`src/shared/e1_cfg_pkg.sv`:
```
package e1_cfg_pkg;

  // --------------------------------------------------------------------
  // Register indices and bus addresses
  // --------------------------------------------------------------------
  localparam int ADDR_W = 8;
  localparam logic [7:0] IDX_GLOBAL = 8'h02;
  localparam logic [7:0] IDX_TERM = 8'h03;
  localparam logic [7:0] IDX_JITTER = 8'h04;
  localparam logic [7:0] IDX_TX0 = 8'h05;
  localparam logic [7:0] IDX_TX1 = 8'h06;

  function automatic logic [ADDR_W-1:0] byteAddr(input logic [7:0] idx);
    return {idx[ADDR_W-3:0], 2'b00};
  endfunction

  // --------------------------------------------------------------------
  // Reset values and writable masks
  // --------------------------------------------------------------------
  localparam logic [7:0] RST_GLOBAL = 8'h00;
  localparam logic [7:0] RST_TERM = 8'h00;
  localparam logic [7:0] RST_JITTER = 8'h20;
  localparam logic [7:0] RST_TX0 = 8'h00;
  localparam logic [7:0] RST_TX1 = 8'h10;
  localparam logic [7:0] MASK_GLOBAL = 8'h03;
  localparam logic [7:0] MASK_TERM = 8'h3f;
  localparam logic [7:0] MASK_JITTER = 8'h3f;
  localparam logic [7:0] MASK_TX0 = 8'h1f;
  localparam logic [7:0] MASK_TX1 = 8'h3f;

  // --------------------------------------------------------------------
  // Register layouts
  // --------------------------------------------------------------------
  typedef struct packed {
    logic [5:0] rsv; logic [1:0] intPinStyle;
  } globalReg_t;
  typedef struct packed {
    logic [1:0] rsv; logic [2:0] txTerm; logic [2:0] rxTerm;
  } termReg_t;
  typedef struct packed {
    logic [1:0] rsv; logic jitterLimitMode; logic [1:0] jitterPositionSel;
    logic [1:0] jitterDepthSel; logic jitterBandwidthSel;
  } jitterReg_t;
  typedef struct packed {
    logic [2:0] rsv; logic txOff; logic txDataPolarity;
    logic txClockEdgeSel; logic [1:0] txCodingMode;
  } tx0Reg_t;
  typedef struct packed {
    logic [1:0] rsv; logic driverFaultMonitorDisable;
    logic lineDriverFloat; logic [3:0] pulseTemplateSel;
  } tx1Reg_t;

  // --------------------------------------------------------------------
  // Decoded modes
  // --------------------------------------------------------------------
  typedef enum logic [2:0] {PIN_OD_LOW = 3'b001, PIN_PP_LOW = 3'b010, PIN_PP_HIGH = 3'b100} intStyle_t;
  typedef enum logic [2:0] {TERM_75 = 3'b001, TERM_120 = 3'b010, TERM_EXT = 3'b100} term_t;
  typedef enum logic [2:0] {JA_OFF = 3'b001, JA_TX = 3'b010, JA_RX = 3'b100} jaPos_t;
  typedef enum logic [2:0] {DEPTH_128 = 3'b001, DEPTH_64 = 3'b010, DEPTH_32 = 3'b100} jaDepth_t;
  typedef enum logic [2:0] {CODE_HDB3 = 3'b001, CODE_AMI = 3'b010, CODE_BYPASS = 3'b100} txMode_t;
  typedef enum logic [3:0] {
    TPL_75 = 4'b0001, TPL_120 = 4'b0010, TPL_RSV = 4'b0100, TPL_USER = 4'b1000
  } template_t;
  localparam logic [3:0] TPL_RSV_FIRST = 4'h2;
  localparam logic [3:0] TPL_RSV_LAST = 4'hb;

  typedef struct packed {
    term_t txTerm; term_t rxTerm;
    jaPos_t jaPos; jaDepth_t jaDepth;
    logic jaLimitMode; logic jaNarrowBw;
    logic txPowerUp; logic lineDriverEn;
    logic dfmEnable; txMode_t txMode; template_t tpl;
  } cfgOut_t;

endpackage

```
`src/rtl/e1_line_global_tx_config_regs.sv`:
```
`timescale 1ns/100ps
module e1_line_global_tx_config_regs
  import e1_cfg_pkg::*;
(
  input wire logic clk,
  input wire logic rstn,
  input wire logic psel,
  input wire logic penable,
  input wire logic pwrite,
  input wire logic [ADDR_W-1:0] paddr,
  input wire logic [31:0] pwdata,
  input wire logic [3:0] pstrb,
  output logic [31:0] prdata,
  output logic pready,
  output logic pslverr,
  input wire logic irqActive,
  output logic intPinOut,
  output logic intPinOe,
  input wire logic txLineClock,
  input wire logic txSingleRailIn,
  input wire logic [1:0] txDualRailIn,
  output logic [1:0] txData,
  output logic txDataValid,
  output cfgOut_t cfg
);

  // --------------------------------------------------------------------
  // Reset synchroniser
  // --------------------------------------------------------------------
  logic rstMeta_r;
  logic rstSyncN;

  always_ff @(posedge clk or negedge rstn) begin
    if (!rstn) begin
      rstMeta_r <= 1'b0;
      rstSyncN <= 1'b0;
    end else begin
      rstMeta_r <= 1'b1;
      rstSyncN <= rstMeta_r;
    end
  end

  // --------------------------------------------------------------------
  // Bus decode
  // --------------------------------------------------------------------
  logic hitGlobal;
  logic hitTerm;
  logic hitJitter;
  logic hitTx0;
  logic hitTx1;
  logic hitAny;
  logic setupPhase;
  logic wrDone;
  logic wrLane;
  logic [7:0] wByte;
  logic [7:0] rdSel;

  assign hitGlobal = paddr == byteAddr(IDX_GLOBAL);
  assign hitTerm = paddr == byteAddr(IDX_TERM);
  assign hitJitter = paddr == byteAddr(IDX_JITTER);
  assign hitTx0 = paddr == byteAddr(IDX_TX0);
  assign hitTx1 = paddr == byteAddr(IDX_TX1);
  assign hitAny = hitGlobal | hitTerm | hitJitter | hitTx0 | hitTx1;
  assign setupPhase = psel & ~penable;
  // Every access completes in its first access cycle.
  assign pready = 1'b1;
  assign pslverr = psel & penable & ~hitAny;
  assign wrLane = pstrb[0];
  assign wrDone = psel & penable & pwrite & hitAny & wrLane;
  assign wByte = pwdata[7:0];

  // --------------------------------------------------------------------
  // Configuration registers
  // --------------------------------------------------------------------
  // Reserved positions are masked to zero on every write and reset to zero, so they always read as zero.
  logic [7:0] global_r;
  logic [7:0] term_r;
  logic [7:0] jitter_r;
  logic [7:0] tx0_r;
  logic [7:0] tx1_r;

  always_ff @(posedge clk or negedge rstSyncN) begin
    if (!rstSyncN) begin
      global_r <= RST_GLOBAL;
      term_r <= RST_TERM;
      jitter_r <= RST_JITTER;
      tx0_r <= RST_TX0;
      tx1_r <= RST_TX1;
    end else if (wrDone) begin
      if (hitGlobal) begin
        global_r <= wByte & MASK_GLOBAL;
      end
      if (hitTerm) begin
        term_r <= wByte & MASK_TERM;
      end
      if (hitJitter) begin
        jitter_r <= wByte & MASK_JITTER;
      end
      if (hitTx0) begin
        tx0_r <= wByte & MASK_TX0;
      end
      if (hitTx1) begin
        tx1_r <= wByte & MASK_TX1;
      end
    end
  end

  assign rdSel = hitGlobal ? global_r :
                 hitTerm ? term_r :
                 hitJitter ? jitter_r :
                 hitTx0 ? tx0_r :
                 hitTx1 ? tx1_r : 8'h00;

  // Read data is caught in the setup cycle and stands through the access.
  always_ff @(posedge clk or negedge rstSyncN) begin
    if (!rstSyncN) begin
      prdata <= 32'h0000_0000;
    end else if (setupPhase) begin
      prdata <= {24'h00_0000, rdSel};
    end
  end

  // --------------------------------------------------------------------
  // Field decode
  // --------------------------------------------------------------------
  globalReg_t gReg;
  termReg_t tReg;
  jitterReg_t jReg;
  tx0Reg_t x0Reg;
  tx1Reg_t x1Reg;
  intStyle_t intStyle;
  logic rsvTemplate;

  assign gReg = global_r;
  assign tReg = term_r;
  assign jReg = jitter_r;
  assign x0Reg = tx0_r;
  assign x1Reg = tx1_r;

  function automatic term_t termDecode(input logic [2:0] code);
    if (code[2]) begin
      return TERM_EXT;
    end else if (code[0]) begin
      return TERM_120;
    end
    return TERM_75;
  endfunction

  // Codes 010 and 011 are not defined; 010 falls back to the 75 ohm match and 011 to the 120 ohm match.
  assign cfg.txTerm = termDecode(tReg.txTerm);
  assign cfg.rxTerm = termDecode(tReg.rxTerm);

  assign intStyle = !gReg.intPinStyle[0] ? PIN_OD_LOW :
                    gReg.intPinStyle[1] ? PIN_PP_HIGH : PIN_PP_LOW;

  assign cfg.jaPos = !jReg.jitterPositionSel[0] ? JA_OFF :
                     jReg.jitterPositionSel[1] ? JA_RX : JA_TX;
  assign cfg.jaLimitMode = jReg.jitterLimitMode;
  assign cfg.jaDepth = jReg.jitterDepthSel[1] ? DEPTH_32 :
                       jReg.jitterDepthSel[0] ? DEPTH_64 : DEPTH_128;
  assign cfg.jaNarrowBw = jReg.jitterBandwidthSel;

  assign cfg.txPowerUp = ~x0Reg.txOff;
  // The float bit leaves the rest of the transmit path running.
  assign cfg.lineDriverEn = ~x0Reg.txOff & ~x1Reg.lineDriverFloat;
  assign cfg.txMode = x0Reg.txCodingMode[1] ? CODE_BYPASS :
                      x0Reg.txCodingMode[0] ? CODE_AMI : CODE_HDB3;
  assign cfg.dfmEnable = ~x1Reg.driverFaultMonitorDisable;

  assign rsvTemplate = (x1Reg.pulseTemplateSel >= TPL_RSV_FIRST) &&
                       (x1Reg.pulseTemplateSel <= TPL_RSV_LAST);
  assign cfg.tpl = (x1Reg.pulseTemplateSel == 4'h0) ? TPL_75 :
                   (x1Reg.pulseTemplateSel == 4'h1) ? TPL_120 :
                   rsvTemplate ? TPL_RSV : TPL_USER;

  // --------------------------------------------------------------------
  // Submodules
  // --------------------------------------------------------------------
  int_pin_drive intDrive (
    .clk(clk),
    .rstSyncN(rstSyncN),
    .irqActive(irqActive),
    .style(intStyle),
    .intPinOut(intPinOut),
    .intPinOe(intPinOe)
  );

  // Power-down masks the sample strobe rather than the raw line clock, so the pin
  // reaches no logic ahead of its synchroniser. A powered-down transmitter hands out no samples.
  logic sampValid;
  assign txDataValid = sampValid & cfg.txPowerUp;

  tx_input_sampler txSampler (
    .clk(clk),
    .rstSyncN(rstSyncN),
    .txLineClock(txLineClock),
    .txSingleRailIn(txSingleRailIn),
    .txDualRailIn(txDualRailIn),
    .activeLow(x0Reg.txDataPolarity),
    .risingEdge(x0Reg.txClockEdgeSel),
    .mode(cfg.txMode),
    .txData(txData),
    .txDataValid(sampValid)
  );
endmodule

```
`src/rtl/int_pin_drive.sv`:
```
`timescale 1ns/100ps
module int_pin_drive
  import e1_cfg_pkg::*;
(
  input wire logic clk,
  input wire logic rstSyncN,
  input wire logic irqActive,
  input intStyle_t style,
  output logic intPinOut,
  output logic intPinOe
);

  logic out_nxt;
  logic oe_nxt;

  // Open drain only pulls low while active and leaves the pull-up otherwise.
  assign out_nxt = (style == PIN_PP_HIGH) ? irqActive : (style == PIN_PP_LOW) ? ~irqActive : 1'b0;
  assign oe_nxt = (style == PIN_OD_LOW) ? irqActive : 1'b1;

  always_ff @(posedge clk or negedge rstSyncN) begin
    if (!rstSyncN) begin
      intPinOut <= 1'b0;
      intPinOe <= 1'b0;
    end else begin
      intPinOut <= out_nxt;
      intPinOe <= oe_nxt;
    end
  end

endmodule

```
`src/rtl/tx_input_sampler.sv`:
```
`timescale 1ns/100ps
module tx_input_sampler
  import e1_cfg_pkg::*;
(
  input wire logic clk,
  input wire logic rstSyncN,
  input wire logic txLineClock,
  input wire logic txSingleRailIn,
  input wire logic [1:0] txDualRailIn,
  input wire logic activeLow,
  input wire logic risingEdge,
  input txMode_t mode,
  output logic [1:0] txData,
  output logic txDataValid
);

  logic [3:0] meta_r;
  logic [3:0] sync_r;
  logic clkPrev_r;
  logic rise;
  logic fall;
  logic take;
  logic [1:0] raw;

  assign rise = sync_r[3] & ~clkPrev_r;
  assign fall = ~sync_r[3] & clkPrev_r;
  // Single rail data is always taken on the rising edge.
  assign take = (mode == CODE_BYPASS) ? (risingEdge ? rise : fall) : rise;
  assign raw = (mode == CODE_BYPASS) ? sync_r[1:0] : {1'b0, sync_r[2]};

  always_ff @(posedge clk or negedge rstSyncN) begin
    if (!rstSyncN) begin
      meta_r <= 4'h0;
      sync_r <= 4'h0;
      clkPrev_r <= 1'b0;
      txData <= 2'b00;
      txDataValid <= 1'b0;
    end else begin
      meta_r <= {txLineClock, txSingleRailIn, txDualRailIn};
      sync_r <= meta_r;
      clkPrev_r <= sync_r[3];
      txDataValid <= take;
      if (take) begin
        txData <= raw ^ {2{activeLow}};
      end
    end
  end

endmodule

```
`config.mk`:
```
export PLATFORM = sky130hd
export DESIGN_NAME = e1_line_global_tx_config_regs
export DESIGN_NICKNAME = d
export VERILOG_FILES = /design/src/shared/e1_cfg_pkg.sv /design/src/rtl/e1_line_global_tx_config_regs.sv /design/src/rtl/int_pin_drive.sv /design/src/rtl/tx_input_sampler.sv
export SDC_FILE = /design/constraint.sdc
export NUM_CORES = 1
export LEC_CHECK = 0
export BUFFER_PORTS_ARGS = -buffer_cell sky130_fd_sc_hd__buf_4
export CORE_ASPECT_RATIO = 1.5
export CORE_UTILIZATION = 48
export CTS_BUF_LIST = sky130_fd_sc_hd__clkbuf_2
export DETAILED_ROUTE_END_ITERATION = 10
export GPL_ROUTABILITY_DRIVEN = 1
export MAX_ROUTING_LAYER = met4
export PLACE_DENSITY_LB_ADDON = 0.05
export SYNTH_ARGS = -nofsm -noshare
export SYNTH_HDL_FRONTEND = slang
export SYNTH_SLANG_ARGS = --single-unit
```
`constraint.sdc`:
```
create_clock -name clk -period 1.85 [get_ports clk]
set_input_delay 0.2775 -clock clk [delete_from_list [all_inputs] [get_ports clk]]
set_output_delay 0.2775 -clock clk [all_outputs]
set_load 0.01 [all_outputs]
```
Word-level counts from Yosys, hierarchy flattened
Cells that the tools add are included.

storage, ports and cells
  input bits = 54
  flip-flop bits (word level) = 49

operators by class
  $lt $le $gt $ge = 2
  bitwise operators = 23
  eq/ne operators = 10
  reduce and logical (&&, ||, !) cells = 7
  mux-type cells = 32

operator list
  cell                count
  $mux 3              12
  $mux 6              5
  $eq 8x5->1 const B  3
  $eq 8x4->1 const B  2
  $mux 4              3
  $and 1x1->1         10
  $reduce_and 2->1    5
  $mux 1              9
  $not 1->1           8
  $eq 3x3->1 const B  2
  $mux 2              3
  $eq 4x1->1 const B  1
  $ge 4x2->1 const B  1
  $le 4x4->1 const B  1
  $logic_not 4->1     1
  $or 1x1->1          4
  $eq 3x1->1 const B  1
  $eq 3x2->1 const B  1
  $xor 2x2->2         1
  $logic_and 1x1->1   1

Logic depth before layout (Yosys ltp)
  depth in word-level cells = 8
  depth in mapped cells = 6
  depth with buffers taken out = 4

Hierarchy
From an unflattened synthesis, not the netlist that was laid out.

second synthesis, totals
  cells, all modules = 219
  area, all modules = 2431.1 µm²

by module, submodules not included
  module                         times used  area each (µm²)  seq. area each (µm²)  cells an instance
  e1_line_global_tx_config_regs  1           1941.9           828.3                 190
  tx_input_sampler               1           407.9            300.3                 23
  int_pin_drive                  1           81.3             50.0                  6

Worst setup path after synthesis
No wires, ideal clock.

  kind = input to register
  from = in paddr[7]
  to = reg global_r[0] (netlist: gReg[0])
  setup time = 0.125 ns
  data required time = 1.725 ns
  arrival = 1.534 ns
  slack = 0.191 ns
  cell stages on the path = 3
  cell sequence = or3_4 -> or4_4 -> mux2_4

between the ends
  word-level cells in the longest chain between the ends = 8
  elaborated cells between the ends (all ways) = 12

RTL lines
  what                                 RTL line                                                                  source
  start: declaration                   e1_line_global_tx_config_regs.sv:10                                       input wire logic [ADDR_W-1:0] paddr,
  $eq 8x4->1 (on tied branches)        e1_line_global_tx_config_regs.sv:58, e1_line_global_tx_config_regs.sv:59
  $or 1x1->1 (4 in series)             e1_line_global_tx_config_regs.sv:63                                       assign hitAny = hitGlobal | hitTerm | hitJitter | hitTx0 | hitTx1;
  $and 1x1->1 (2 in series)            e1_line_global_tx_config_regs.sv:69                                       assign wrDone = psel & penable & pwrite & hitAny & wrLane;
  $reduce_and 2->1 (no source line) *  n/a
  end signal: assignment               e1_line_global_tx_config_regs.sv:91                                       global_r <= wByte & MASK_GLOBAL;
  end: declaration                     e1_line_global_tx_config_regs.sv:76                                       logic [7:0] global_r;

Mark *: on every way between the ends. The rest lies on a longest branch, timed or not.
A chain may end at the register's enable or synchronous reset.

==> flow_summary.ini <==
[routing]
via_count = 1718
drc_errors = 0
drt-pass1-iter-count = 4
drtIter0Drc = 68
detail-route-antenna-nets = 0
avgRoutedWirePerCell_um = 13.8
viasPerCell = 4.88
routed_wl_mm = 4.87

[cts]
cts_buffers = 5
cts_max_path_buffers = 2
clockRootBuffer = clkbuf_2
clk_latency_ns = 0.41
clock-sinks = 47
cts_max_level = 2
cts_tree = done
clk_pin_slew_worst_paths_ns = 0.24

[cells_and_area]
area_growth_pct = 23.5
layoutNonFillerInstCount = 352
fin_nets = 339
drive_above_1_share_pct = 38.8
num_antenna_cells = 0

[run_status]
status = finished clean

[sta]
hold_violations = 0
period_share_pct = 91.1
final_max_slew_viol_count = 0
rsz0062_at_grt = no
relSlewSlack_pct = 63.5
fin_setup_tns_ns = 0
period_minus_slack_ns = 1.69
fmax_mhz = 593
tightestPinTransition_ns = 0.547
clock_skew_ns = 0.0185
finalSetupViolations = 0

[worst_setup_path]
worst_setup_path_start_kind = flop
critPathMaxFanout = 4
critPathRequiredTime_ns = 1.57
cp_cell_sequence = nor4_2 -> buf_4
worstSetupEndpointType = primary output
slowest_stage = dfrtp_1
arrival_ns = 1.41
slowest_delay_ns = 0.48
crit_type = flop to primary output

[logic_synthesis]
yosysTopAreaCellShare_pct = 46.9
synth-edff-count = 0
synth_seq_cells = 47
yosys-top-cells-area = dfrtp_1, buf_4, mux2_2
netlist_area_um2 = 2400
synthTopCellsByCount = dfrtp_1, buf_4, mux2_2
yosysTopAreaCell = dfrtp_1
ys.warnings.count = 0
yosysSeqAreaShare_pct = 49.1
syn_inst = 217
ys_types = 42
avgSynthCellArea_um2 = 11.1
async_reset_ff_share_pct = 100
ys.flop_type = dfrtp_1
yosysMostFrequentCell = dfrtp_1

[die]
core_area_um2 = 4810
die_area_um2 = 5300
fp.dieH_um = 88.6
start_util_pct = 49.9
num_rows = 31
die_x_um = 59.8
pin_count = 117

[global_route]
grt_pass1_wl_mm = 7.82
grt-ovfl-total = 0
antenna_found_initial = 0
grt_pass1_vias = 1655
grt_max_degree = 46
grt_usage_pct = 21.0

[power]
irDropWorstVdd_uv = 493
power.density_nw_per_um2 = 640
leakage_nw = 1.48
p_total_mw = 1.90

[placed_design]
hpwlAfterDp_mm = 3.70
dpl.cell_count = 339
place_congestion = 0.880
port_buffers = 60

[worst_hold_path]
hp-class = input port to flop

[job]
max-cap-violations = 0
==> per-layer routing <==
metal / vias up / share of wire [%] / GRT usage, %
met5: - / 0 / -
met4: 0 / 4.3 / 13.7
met3: 14 / 5.1 / 4.68
met2: 67 / 52 / 33.4
met1: 814 / 38 / 23.1
li1: 823 / - / -
==> critical path, delay by kind of cell (launching register included) <==
| kind | cells | cell delay, ns |
|---|---|---|
| AND/OR/NAND/NOR | 1 | 0.34 |
| buffers and inverters | 1 | 0.18 |
| flip-flops | 1 | 0.48 |
==> where the power goes <==
group	switching (mW)	internal (mW)	leakage (nW)
Clock	0.340	0.236	0.0436
Combinational	0.135	0.111	0.826
Sequential	0.0166	1.06	0.609
==> worst paths after layout <==
| check | slack, ns | to | from | cells past startpoint |
|---|---|---|---|---|
| min in group asynchronous | 0.15 | rstSyncN | rstn | 2 |
| max | 0.16 | cfg[0] | tx1_r[2] | 2 |
| min | 0.04 | intDrive.intPinOe | irqActive | 2 |
| max reg2reg | 0.40 | txSampler.txData[1] | tx0_r[2] | 3 |
| max in group asynchronous | 1.15 | tx1_r[4] | rstSyncN | 1 |
| min reg2reg | 0.32 | tx1_r[1] | rstSyncN | 1 |
==> stage by stage <==
stage | worst slack [ns] | area [um2] | util, % | hold WS (ns)
final | 0.164 | 2970 | 61.7 | 0.0432
after floorplan | 0.191 | 2500 | - | -0.0181
after CTS | 0.0748 | 2960 | 61.5 | 0.0172
after global routing | 0.0331 | 2970 | 61.7 | 0.00760
after detailed placement | 0.0170 | 2830 | 58.9 | 0.0606
after global placement | 0.0248 | 2830 | 58.9 | 0.0603
==> cell type report <==
cell class | instances | area (um2)
Tap cell | 66 | 82.6
Multi-Input combinational cell | 149 | 1030
Sequential cell | 47 | 1180
Timing Repair Buffer | 75 | 576
Clock buffer | 5 | 25.0
Inverter | 7 | 26.3
Clock inverter | 3 | 47.5
Fill cell | 448 | 1840
==> registers in the layout (all words and copies together) (netlist names) <==
| register | flops |
|---|---|
| txSampler.sync_r | 4 |
| txSampler.clkPrev_r | 1 |
| gReg | 2 |
| txSampler.meta_r | 4 |
| txSampler.txData | 2 |
| txSampler.txDataValid | 1 |
| prdata | 6 |
| jReg | 6 |
| tx1_r | 6 |
| intDrive.intPinOe | 1 |
| rstSyncN | 1 |
| intDrive.intPinOut | 1 |
| tx0_r | 5 |
| rstMeta_r | 1 |
| tReg | 6 |
==> cell usage in the layout, fill, tap and decap left out, types with 2 or more instances in the layout <==
cell           instances
mux2_1                 6
dfstp_2                2
conb_1                28
nor2_1                15
inv_1                  7
nand2b_1               6
clkbuf_2               5
nand2_1                6
a21oi_1               11
xnor2_1                3
dlygate4sd3_1          5
nand4_1                5
mux2_2                19
nor3_2                 2
dfrtp_1               44
o221ai_1               4
nor2b_1                7
nor3_1                 6
and2_1                 3
mux2_4                 2
mux2i_1                7
buf_4                 70
==> what timing repair did <==
action / 4_1_cts / 5_1_grt
endpoints found under the setup margin: 0 / 2
endpoints found under the hold margin: 6 / 0
gates resized for setup: 0 / 2
buffers inserted: 0 / 0
hold buffers: 5 / 0
==> kinds of logic (layout without fill, tap and decap cells) <==
family / after synthesis / count (layout) / synth area share [%]
other cells: 2 / 28 / 0.313
flops: 47 / 47 / 49.1
xor+xnor: 3 / 3 / 1.09
buf+inv: 47 / 90 / 12.6
mux: 34 / 34 / 15.9
simple gates: 63 / 63 / 15.5
compound gates: 21 / 21 / 5.63
Power figures use the tool's default switching activity.
